`config.mk`:
```
export PLATFORM = sky130hd
export DESIGN_NAME = bfps_sequencer
export DESIGN_NICKNAME = d
export VERILOG_FILES = /design/src/hdl/bfps_pkg.sv /design/src/hdl/bfps_drive_if.sv /design/src/hdl/bfps_gate_driver.sv /design/src/hdl/bfps_sequencer.sv
export SDC_FILE = /design/constraint.sdc
export NUM_CORES = 1
export LEC_CHECK = 0
export BUFFER_PORTS_ARGS = -buffer_cell sky130_fd_sc_hd__buf_2
export CAP_MARGIN = 20
export CORE_ASPECT_RATIO = 1.2
export CORE_MARGIN = 1.5
export CORE_UTILIZATION = 55
export DETAILED_ROUTE_END_ITERATION = 8
export GPL_TIMING_DRIVEN = 0
export MAX_ROUTING_LAYER = met4
export PLACE_DENSITY = 0.74
export SETUP_SLACK_MARGIN = 0.1
export SYNTH_ARGS = -nofsm -noshare
export SYNTH_HDL_FRONTEND = slang
export SYNTH_SLANG_ARGS = --single-unit
```
`constraint.sdc`:
```
create_clock -name clk_sys -period 8.7 [get_ports clk_sys]
set_input_delay 1.305 -clock clk_sys [delete_from_list [all_inputs] [get_ports clk_sys]]
set_output_delay 1.305 -clock clk_sys [all_outputs]
set_load 0.01 [all_outputs]
```
`src/hdl/bfps_pkg.sv`:
```
package bfps_pkg;

	// ****************************************
	// Timing.
	// ****************************************
	localparam int CLK_KHZ = 200000;
	localparam int CLK_PERIOD_NS = 5;
	localparam int SW_FREQ_KHZ = 600;
	localparam int PERIOD_CYCLES = CLK_KHZ / SW_FREQ_KHZ;
	localparam int PER_W = 9;
	localparam int CAL_TIME_US = 1900;
	localparam int CAL_CYCLES = CAL_TIME_US * (CLK_KHZ / 1000);
	localparam int CAL_W = 19;
	localparam int DEAD_TIME_NS = 20;
	localparam int DEAD_CYCLES = (DEAD_TIME_NS + CLK_PERIOD_NS - 1) / CLK_PERIOD_NS;
	localparam int DEAD_W = 4;
	localparam int SS_PERIODS = 64;
	localparam int SS_W = 8;

	// ****************************************
	// Fault sequencing.
	// ****************************************
	localparam logic [1:0] FAULT_LIMIT = 2'h3;
	localparam logic [2:0] DUMMY_RUN = 3'h4;
	localparam logic [2:0] DUMMY_START = 3'h5;
	localparam logic [8:0] RECT_STEP = 9'h008;
	localparam logic [7:0] TRIP_RESET = 8'h00;

	typedef enum logic [2:0] {
		ST_OFF = 3'h0,
		ST_CAL = 3'h1,
		ST_SS = 3'h3,
		ST_RUN = 3'h2,
		ST_HICCUP = 3'h6,
		ST_THERM = 3'h7
	} bfps_state_type;

endpackage

```
`src/hdl/bfps_drive_if.sv`:
```
`timescale 1ns/1ps
interface bfps_drive_if;
	logic clkEn;
	logic hsReq;
	logic lsReq;
	logic switchNodeLow;
	logic hsGate;
	logic lsGate;

	modport ctrl (output clkEn, output hsReq, output lsReq, output switchNodeLow, input hsGate, input lsGate);
	modport drv (input clkEn, input hsReq, input lsReq, input switchNodeLow, output hsGate, output lsGate);
endinterface

```
`src/hdl/bfps_gate_driver.sv`:
```
`timescale 1ns/1ps
module bfps_gate_driver #(
	parameter int DEAD_CYC = bfps_pkg::DEAD_CYCLES
) (
	input wire logic clk_sys,
	input wire logic rst_n,
	bfps_drive_if.drv drv
);

	// ****************************************
	// State.
	// ****************************************
	typedef struct packed {
		logic hs;
		logic ls;
		logic [bfps_pkg::DEAD_W-1:0] dead;
	} bfps_drv_state_type;

	bfps_drv_state_type q;
	bfps_drv_state_type d;

	initial begin
		if (DEAD_CYC < 1 || DEAD_CYC > 15) begin
			$error("Dead time count out of range.");
		end
	end

	// ****************************************
	// Non-overlapping drive with dead time.
	// ****************************************
	always_comb begin
		d = q;
		if (q.dead != '0) begin
			d.dead = q.dead - 1'b1;
		end
		if (q.hs && !drv.hsReq) begin
			d.hs = 1'b0;
			d.dead = bfps_pkg::DEAD_W'(DEAD_CYC);
		end else if (q.ls && !drv.lsReq) begin
			d.ls = 1'b0;
			d.dead = bfps_pkg::DEAD_W'(DEAD_CYC);
		end else if (!q.hs && !q.ls && q.dead == '0) begin
			if (drv.hsReq) begin
				d.hs = 1'b1;
			end else if (drv.lsReq && drv.switchNodeLow) begin
				d.ls = 1'b1;
			end
		end
	end

	always_ff @(posedge clk_sys or negedge rst_n) begin
		if (!rst_n) begin
			q <= '0;
		end else if (drv.clkEn) begin
			q <= d;
		end
	end

	assign drv.hsGate = q.hs;
	assign drv.lsGate = q.ls;
endmodule

```
`src/hdl/bfps_sequencer.sv`:
```
`timescale 1ns/1ps
// Notes on behaviour
// - Any switching cycle with an overcurrent on either switch adds one to the count.
// - A switching cycle with no overcurrent subtracts one from the count.
// - A count of three declares a fault and starts hiccup mode.
// - A fault in regulation gives four dummy soft-starts, then one real one.
// - A fault from start-up gives five dummy soft-starts, then one real one.
// - Hiccup repeats forever; only a clean real soft-start returns to regulation.
// - A set level at the clamp during calibration disables all overcurrent sensing.
// - A high-side overcurrent ends the present high-side pulse.
// - Low-side overcurrent is sampled at the valley, while the low side conducts.
// - Gate drives never overlap and are separated by a fixed dead time; the low side also waits for the switch node to fall.
// - With pre-biased output, no pulses until soft-start rises above feedback.
// - The rectifier on time starts narrow and grows each cycle up to 1-D.
// - The good flag is low outside the window, in soft-start, or after a short.
// - Over-temperature stops oscillator and modulator and drives both gates low.
// - When over-temperature clears, a full soft-start restarts the converter.
// - Calibration holds low side off, then latches the trip level until re-enable.
module bfps_sequencer #(
	parameter int CAL_CYC = bfps_pkg::CAL_CYCLES,
	parameter int SS_PER = bfps_pkg::SS_PERIODS
) (
	input wire logic clk_sys,
	input wire logic rst_n,
	input wire logic clkEn,
	input wire logic enableHigh,
	input wire logic [7:0] tripSetLevel,
	input wire logic tripSetAtClamp,
	input wire logic hsOverCurrent,
	input wire logic lsOverCurrent,
	input wire logic switchNodeLow,
	input wire logic softStartAboveFb,
	input wire logic feedbackInWindow,
	input wire logic overTemp,
	input wire logic [8:0] dutyCycles,
	output logic highSideGateDrive,
	output logic lowSideGateDrive,
	output logic outputGoodOut,
	output logic outputGoodOe,
	output logic [7:0] tripLevel,
	output logic overcurrentProtectOff,
	output logic hiccupActive
);

	// ****************************************
	// State.
	// ****************************************
	typedef struct packed {
		bfps_pkg::bfps_state_type state;
		logic [bfps_pkg::CAL_W-1:0] calCnt;
		logic [bfps_pkg::PER_W-1:0] per;
		logic [bfps_pkg::SS_W-1:0] ssCnt;
		logic [2:0] dummies;
		logic [1:0] faultCnt;
		logic ocSeen;
		logic hsCut;
		logic prebiasWait;
		logic [bfps_pkg::PER_W-1:0] rectOn;
		logic [7:0] tripLevel;
		logic ocpOff;
		logic shortSeen;
		logic goodOe;
		logic hiccup;
	} bfps_seq_state_type;

	localparam logic [bfps_pkg::PER_W-1:0] PERIOD_LAST = bfps_pkg::PER_W'(bfps_pkg::PERIOD_CYCLES - 1);
	localparam logic [bfps_pkg::PER_W-1:0] PERIOD_FULL = bfps_pkg::PER_W'(bfps_pkg::PERIOD_CYCLES);
	localparam logic [bfps_pkg::CAL_W-1:0] CAL_LAST = bfps_pkg::CAL_W'(CAL_CYC - 1);
	localparam logic [bfps_pkg::SS_W-1:0] SS_LAST = bfps_pkg::SS_W'(SS_PER - 1);

	bfps_seq_state_type q;
	bfps_seq_state_type d;
	logic tick;
	logic switching;
	logic ocEn;
	logic hsOnWin;
	logic lsOnWin;
	logic hit;
	logic [bfps_pkg::PER_W-1:0] rectFull;
	logic [bfps_pkg::PER_W-1:0] rectNext;

	bfps_drive_if drive ();

	initial begin
		if (CAL_CYC < 1 || CAL_CYC >= (1 << bfps_pkg::CAL_W)) begin
			$error("Calibration count out of range.");
		end
		if (SS_PER < 1 || SS_PER > (1 << bfps_pkg::SS_W)) begin
			$error("Soft-start period count out of range.");
		end
	end

	// ****************************************
	// Soft-start entry.
	// ****************************************
	function automatic bfps_seq_state_type ssStart(input bfps_seq_state_type s);
		bfps_seq_state_type r;
		r = s;
		r.state = bfps_pkg::ST_SS;
		r.ssCnt = '0;
		r.per = '0;
		r.faultCnt = 2'h0;
		r.ocSeen = 1'b0;
		r.hsCut = 1'b0;
		r.prebiasWait = 1'b1;
		r.rectOn = '0;
		return r;
	endfunction

	// ****************************************
	// Switching cycle decode.
	// ****************************************
	always_comb begin
		tick = (q.per == PERIOD_LAST);
		switching = (q.state == bfps_pkg::ST_SS) || (q.state == bfps_pkg::ST_RUN);
		ocEn = switching && !q.prebiasWait && !q.ocpOff;
		hsOnWin = switching && !q.prebiasWait && (q.per < dutyCycles) && !q.hsCut;
		rectFull = PERIOD_FULL - dutyCycles;
		lsOnWin = switching && !q.prebiasWait && (q.per >= dutyCycles) && (q.per >= PERIOD_FULL - q.rectOn);
		hit = q.ocSeen || (ocEn && hsOverCurrent && hsOnWin) || (ocEn && tick && lsOnWin && lsOverCurrent);
		rectNext = (q.rectOn + bfps_pkg::RECT_STEP >= rectFull) ? rectFull : q.rectOn + bfps_pkg::RECT_STEP;
	end

	// ****************************************
	// Sequencer.
	// ****************************************
	always_comb begin
		d = q;
		if (q.state != bfps_pkg::ST_OFF && q.state != bfps_pkg::ST_CAL && q.state != bfps_pkg::ST_THERM) begin
			d.per = tick ? '0 : q.per + 1'b1;
		end
		if (ocEn && hsOverCurrent && hsOnWin) begin
			d.hsCut = 1'b1;
			d.ocSeen = 1'b1;
		end
		case (q.state)
			bfps_pkg::ST_OFF: begin
				d.per = '0;
				if (enableHigh) begin
					d.state = bfps_pkg::ST_CAL;
					d.calCnt = '0;
				end
			end
			bfps_pkg::ST_CAL: begin
				d.calCnt = q.calCnt + 1'b1;
				if (q.calCnt == CAL_LAST) begin
					d = ssStart(q);
					d.tripLevel = tripSetLevel;
					d.ocpOff = tripSetAtClamp;
				end
			end
			bfps_pkg::ST_SS, bfps_pkg::ST_RUN: begin
				if (q.prebiasWait && softStartAboveFb) begin
					d.prebiasWait = 1'b0;
					d.rectOn = bfps_pkg::RECT_STEP;
				end
				if (tick) begin
					d.ocSeen = 1'b0;
					d.hsCut = 1'b0;
					if (!q.prebiasWait) begin
						d.rectOn = rectNext;
						if (hit) begin
							d.faultCnt = q.faultCnt + 1'b1;
						end else if (q.faultCnt != 2'h0) begin
							d.faultCnt = q.faultCnt - 1'b1;
						end
					end
					if (q.state == bfps_pkg::ST_SS) begin
						d.ssCnt = q.ssCnt + 1'b1;
						if (q.ssCnt == SS_LAST) begin
							d.state = bfps_pkg::ST_RUN;
							d.shortSeen = 1'b0;
						end
					end
					if (hit && !q.prebiasWait && q.faultCnt == bfps_pkg::FAULT_LIMIT - 2'h1) begin
						d.state = bfps_pkg::ST_HICCUP;
						d.shortSeen = 1'b1;
						d.ssCnt = '0;
						d.faultCnt = 2'h0;
						d.dummies = (q.state == bfps_pkg::ST_RUN) ? bfps_pkg::DUMMY_RUN : bfps_pkg::DUMMY_START;
					end
				end
			end
			bfps_pkg::ST_HICCUP: begin
				if (tick) begin
					d.ssCnt = q.ssCnt + 1'b1;
					if (q.ssCnt == SS_LAST) begin
						d.ssCnt = '0;
						d.dummies = q.dummies - 1'b1;
						if (q.dummies == 3'h1) begin
							d = ssStart(q);
						end
					end
				end
			end
			bfps_pkg::ST_THERM: begin
				d.per = '0;
				if (!overTemp) begin
					d = ssStart(q);
				end
			end
			default: begin
				d.state = bfps_pkg::ST_OFF;
			end
		endcase
		if (overTemp && (q.state == bfps_pkg::ST_SS || q.state == bfps_pkg::ST_RUN || q.state == bfps_pkg::ST_HICCUP)) begin
			d.state = bfps_pkg::ST_THERM;
			d.per = '0;
			d.ocSeen = 1'b0;
			d.hsCut = 1'b0;
		end
		if (!enableHigh) begin
			d.state = bfps_pkg::ST_OFF;
			d.per = '0;
			d.ocSeen = 1'b0;
			d.hsCut = 1'b0;
		end
		d.hiccup = (d.state == bfps_pkg::ST_HICCUP);
		d.goodOe = !((d.state == bfps_pkg::ST_RUN) && feedbackInWindow && !d.shortSeen);
	end

	always_ff @(posedge clk_sys or negedge rst_n) begin
		if (!rst_n) begin
			q <= '{state: bfps_pkg::ST_OFF, tripLevel: bfps_pkg::TRIP_RESET, goodOe: 1'b1, default: '0};
		end else if (clkEn) begin
			q <= d;
		end
	end

	// ****************************************
	// Gate drive.
	// ****************************************
	assign drive.clkEn = clkEn;
	assign drive.hsReq = hsOnWin && !(ocEn && hsOverCurrent);
	assign drive.lsReq = lsOnWin;
	assign drive.switchNodeLow = switchNodeLow;

	bfps_gate_driver #(
		.DEAD_CYC(bfps_pkg::DEAD_CYCLES)
	) u_gate_driver (
		.clk_sys(clk_sys),
		.rst_n(rst_n),
		.drv(drive.drv)
	);

	assign highSideGateDrive = drive.hsGate;
	assign lowSideGateDrive = drive.lsGate;
	assign outputGoodOut = 1'b0;
	assign outputGoodOe = q.goodOe;
	assign tripLevel = q.tripLevel;
	assign overcurrentProtectOff = q.ocpOff;
	assign hiccupActive = q.hiccup;
endmodule

```
# After elaboration in Yosys (flattened, before gate mapping)
# Cells that the tools add are included.
totals:
  regBits: 74
  out_inout_bits: 14
  word_cells: 178
classes:
  add_sub_neg: 10
  order_cmp: 4
  n_eq_ne: 30
  n_mux: 49
  n_bitwise: 4
  n_reduce_logical: 63
ops:
  columns: ["operator", "count"]
  rows:
  - ["2-to-1 mux 68 bit", 5]
  - ["one-hot mux 28 bit (4 select lines)", 1]
  - ["one-hot mux 25 bit (4 select lines)", 1]
  - ["2-to-1 mux 9 bit", 7]
  - [">= comparator 9 bit", 3]
  - ["one-hot mux 9 bit (3 select lines)", 1]
  - ["logical AND 1 bit", 25]
  - ["!= test 2 bit (second input constant)", 12]
  - ["2-to-1 mux 22 bit", 1]
  - ["adder 19 x 1 -> 19 bit (second input constant)", 1]
  - ["equality test 19 bit (second input constant)", 1]
  - ["2-to-1 mux 3 bit", 6]
  - ["subtractor 9 bit (first input constant)", 2]
  - ["2-to-1 mux 15 bit", 1]
  - ["one-hot mux 3 bit (5 select lines)", 1]
  - ["2-to-1 mux 2 bit", 7]
  - ["AND reduction 7 bit", 2]
  - ["nonzero test 2 bit", 7]
  - ["2-to-1 mux 13 bit", 1]
  - ["2-to-1 mux 4 bit", 3]
  - ["2-to-1 mux 1 bit", 11]
  - ["zero test 1 bit", 10]
  - ["2-to-1 mux 10 bit", 1]
  - ["AND reduction 10 bit", 1]
  - ["33 further kinds", 49]

# Depth between registers and ports, before layout
depth:
  ltp_word: 19
  mapped_depth: 15
  ltp_nobuf: 14

# Cells and area by module
# Synthesis repeated with hierarchy kept, for this count alone.
unflattened:
  hier_cells: 592
  area_unflattened_um2: 5141.2
by_module_without_submodules:
  columns: ["module", "n_inst", "cells_each", "area_each_um2", "seq_area_each_um2"]
  rows:
  - ["bfps_sequencer", 1, 557, 4798.4, 1702.9]
  - ["bfps_gate_driver", 1, 35, 342.8, 150.1]

# Worst setup path before layout
# OpenSTA, ideal clock, no wires.
synth_timing:
  path_type: "input-to-reg"
  startpoint: "input dutyCycles[1]"
  endpoint: "register q[16] (netlist bit)"
  arrival_ns: 3.462
  path_slack_ns: 5.117
  stages: 12
  n_path_buf: 1
  path_cell_list: "ha_1 -> a21oi_1 -> xnor2_1 -> ha_1 -> a21o_1 -> a221o_1 -> a31oi_1 -> o21ai_0 -> clkbuf_1 -> nor2_1 -> a21oi_1 -> a22o_1"
synth_between:
  elab_chain_len: 6
synth_lines:
  columns: ["item", "line_no", "rtl"]
  rows:
  - ["start: declaration", "bfps_sequencer.sv:35", "input wire logic [8:0] dutyCycles,"]
  - ["subtractor 9 bit (*)", "bfps_sequencer.sv:118", "rectFull = PERIOD_FULL - dutyCycles;"]
  - [">= comparator 9 bit", "bfps_sequencer.sv:121", "rectNext = (q.rectOn + bfps_pkg::RECT_STEP >= rectFull) ? rectFull : q.rectOn + bfps_pkg::RECT_STEP;"]
  - ["2-to-1 mux 9 bit (*)", "bfps_sequencer.sv:121", null]
  - ["2-to-1 mux 9 bit (*)", "bfps_sequencer.sv:160", "if (!q.prebiasWait) begin"]
  - ["2-to-1 mux 9 bit (*)", "bfps_sequencer.sv:157", "if (tick) begin"]
  - ["one-hot mux 25 bit (4 select lines) (*)", "bfps_sequencer.sv:136", "case (q.state)"]
  - ["end signal: assignment", "bfps_sequencer.sv:224", "q <= '{state: bfps_pkg::ST_OFF, tripLevel: bfps_pkg::TRIP_RESET, goodOe: 1'b1, default: '0};"]
  - ["end signal: assignment", "bfps_sequencer.sv:226", "q <= d;"]
  - ["end: declaration", "bfps_sequencer.sv:71", "bfps_seq_state_type q;"]
# Mark *: on every way between the ends. The rest lies on a longest branch, timed or not.
# A chain may end at the register's enable or synchronous reset.

# Worst setup path after layout
layout_timing:
  startpoint: "input dutyCycles[6]"
  endpoint: "register q[32] (netlist bit)"
layout_between:
  elab_chain_len: 11
layout_lines:
  columns: ["item", "line_no", "rtl"]
  rows:
  - ["less-than comparator 9 bit or >= comparator 9 bit (tied branches)", "bfps_sequencer.sv:117, bfps_sequencer.sv:119", null]
  - ["logical AND 1 bit, on equally long branches (2 in series)", "bfps_sequencer.sv:117, bfps_sequencer.sv:119", null]
  - ["logical AND 1 bit", "bfps_sequencer.sv:120", "hit = q.ocSeen || (ocEn && hsOverCurrent && hsOnWin) || (ocEn && tick && lsOnWin && lsOverCurrent);"]
  - ["logical OR 1 bit or logical AND 1 bit (tied branches)", "bfps_sequencer.sv:120", null]
  - ["logical OR 1 bit (*)", "bfps_sequencer.sv:120", null]
  - ["logical AND 1 bit (*) (2 in series)", "bfps_sequencer.sv:175", "if (hit && !q.prebiasWait && q.faultCnt == bfps_pkg::FAULT_LIMIT - 2'h1) begin"]
  - ["2-to-1 mux 13 bit", "bfps_sequencer.sv:175", null]
  - ["2-to-1 mux 15 bit", "bfps_sequencer.sv:157", null]
  - ["one-hot mux 25 bit (4 select lines)", "bfps_sequencer.sv:136", null]
# Mark *: on every way between the ends. The rest lies on a longest branch, timed or not. The select of a mux whose other input is x is not followed.

==> qor.csv <==
metric,value,unit
via_per_inst,5.94,
post_cts_resized,0,
mostFrequentLayoutCell,dfrtp_1,
tns,0,ps
die_area,9880,µm²
slew_headroom,0.393,
nets,704,
cp-startpoint,dutyCycles[6],
gp_congestion,0.925,
criticalPathCategory,in -> reg,
skew,10.5,ps
layout.cells.non_filler,762,
seq_power_share,0.480,
synthesis.nets,652,
ir_worst_vdd,0.161,mV
critPathRequiredTime,8990,ps
drt-total-wl,12100,µm
critPathBufInv,2,
synthCells,585,
power_density,138,nW/µm²
start_util,0.566,
outcome,completed,
antennaDiodeCount,0,
fmax,253,MHz
final_cell_mix,"dfrtp_1 (73), nand2_1 (69), nor2_1 (50)",
clock_latency,360,ps
syn_area_per_cell,8.73,µm²
grt_pass1_vias,4507,
rsz0062_at_grt,false,
grt_antenna_before_repair,0,
routed-via-count,4525,
track_usage,0.272,
cts_max_level,3,
antenna_left,0,
power_frac_clock,0.354,
drt_iter0_markers,290,
crit_path_cell_trace,buf_2 -> inv_1 -> ha_1 -> a211oi_1 -> nor2_1 -> a211oi_1 -> a22oi_1 -> a211oi_1 -> o21ai_1 -> nor2_1 -> a221o_1,
async_flop_share,1.00,
fin_crit_sh,0.455,
grt_pass1_wl,20500,µm
worst_pin_slew,902,ps
drt-wirelength-per-cell,15.9,µm
use_met3,0.0464,
ys_seq_elements,74,
leakagePower,2.64,nW
cts_setup_buffers,0,
synthFlopType,dfrtp_1,
synth_cell_types,67,
power.internal,0.564,mW
critPathMostFrequentCell,a211oi_1,
min_period,3960,ps
grt_max_degree,56,
cts_tree,yes,
r2r_slack,4870,ps
synth_edf_count,0,
first_pass_iters,5,
power,0.786,mW
die_h,109,µm
dpl.cell_count,746,
syn_to_final_growth,11.4,%
drive_gt1_frac,0.157,
numCtsBuffers,9,
core_area,9030,µm²
rows,38,
p_sw_frac,0.283,
drv_cap,0,
io_pins,42,
hp-start,q[22],
critPathLaunchType,input pin,
ys_seq_area_frac,0.363,
pwr-share-comb,0.166,
cts_root_buf,clkbuf_8,
cts.path.max_buffers,2,
hold_viol_final,0,
cts_sinks,74,
r2r-start,q[15],
hold_class,reg -> reg,
setup_viol,0,
use_met2,0.472,
fp.dieW,91.0,µm
portBuffers,40,
yosysWarnings,0,
drc_errors,0,
drv_slew,0,
switchingPower,0.223,mW
synth_area,5110,µm²
crit_arrival,4250,ps
slowest_delay,580,ps
crit_path_end_kind,flop,
dp.final_hpwl,9270,µm
cpMaxStageDelayCell,a211oi_1,
overflow,0,
gr-usage-met1,0.310,
ctsHoldBuffers,0,
clkTransAtPathRegs,80,ps
critical_path.top_delay_family,compound AO/OA/AOI/OAI gates,
critPathMaxFanout,7,
grt_most_used_layer,met2,
cells in the mapped netlist, types with 5 or more instances:
cell type / count / share of area
a211oi_1: 5 / 0.0073
a21o_1: 7 / 0.010
a21oi_1: 33 / 0.032
a221o_1: 5 / 0.0098
a31oi_1: 11 / 0.013
and3_1: 9 / 0.011
buf_4: 12 / 0.018
clkbuf_1: 8 / 0.0059
dfrtp_1: 73 / 0.36
ha_1: 39 / 0.096
inv_1: 31 / 0.023
mux2_2: 10 / 0.022
nand2_1: 69 / 0.051
nand2b_1: 9 / 0.011
nand3_1: 29 / 0.028
nand4_1: 8 / 0.0098
nor2_1: 50 / 0.037
nor2b_1: 9 / 0.011
nor3_1: 8 / 0.0078
o21ai_0: 42 / 0.041
o21ai_1: 5 / 0.0049
o41ai_1: 5 / 0.0086
or2_2: 5 / 0.0061
or3_1: 5 / 0.0061
xnor2_1: 14 / 0.024
xor2_1: 14 / 0.024
final timing paths:
| path | to | cells after the start |
|---|---|---|
| worst min-delay path | q[22] | 2 |
| worst max register to register | q[32] | 12 |
| max in group asynchronous | outputGoodOe | 2 |
| min in group asynchronous | q[19] | 1 |
| worst min register to register | q[22] | 2 |
| worst max-delay path | q[32] | 11 |
worst reg2reg max path, delay by kind of cell, from the launching register on:
family          cells  cell delay [ps]
fa+ha+maj           1              300
xor+xnor            1              110
flops               1              470
compound gates      5             1590
simple gates        5             1240
power groups by stage:
stage | logic, mW | registers, mW | clock network, mW
4_1_cts | 0.131 | 0.377 | 0.284
3_3_place_gp | 0.124 | 0.383 | 0
5_1_grt | 0.150 | 0.381 | 0.300
6_report | 0.131 | 0.377 | 0.278
2_1_floorplan | 0.0907 | 0.381 | 0
3_5_place_dp | 0.131 | 0.384 | 0
stage by stage:
step                       util  cell area (µm²)  setup WS [ps]  hold slack, ps
final                     0.630             5690           4740             494
after global routing      0.630             5690           4480             506
after CTS                 0.630             5690           4770             490
after detailed placement  0.608             5490           4390             473
after global placement    0.604             5460           4440             469
after floorplan               -             5110           5120             446
logic make-up after synthesis:
| kind of cell | share of synthesized area |
|---|---|
| compound gates | 0.193 |
| buf+inv | 0.0522 |
| simple gates | 0.219 |
| other cells | 0.000734 |
| flops | 0.363 |
| xor+xnor | 0.0480 |
| mux | 0.0279 |
| fa+ha+maj | 0.0955 |
state kept, by name, indices dropped and copies added (netlist names):
register,cells
overcurrentProtectOff,1
q,57
outputGoodOe,1
u_gate_driver.q,4
u_gate_driver.drv.lsGate,1
u_gate_driver.drv.hsGate,1
tripLevel,8
hiccupActive,1
area by class of cell:
type	count	area [µm²]
buffer	25	150
clock buffer	11	151
clock inverter	5	52.6
fill	794	3340
inverter	31	116
multi-input combinational	455	2990
sequential	74	1850
tap	120	150
timing repair buffer	41	230
layer usage:
layer  vias up  wire length, µm
li1       2196                -
met2       131             6170
met5         -                0
met3        22              483
met1      2176             5120
met4         0              314
Power figures use the tool's default switching activity.
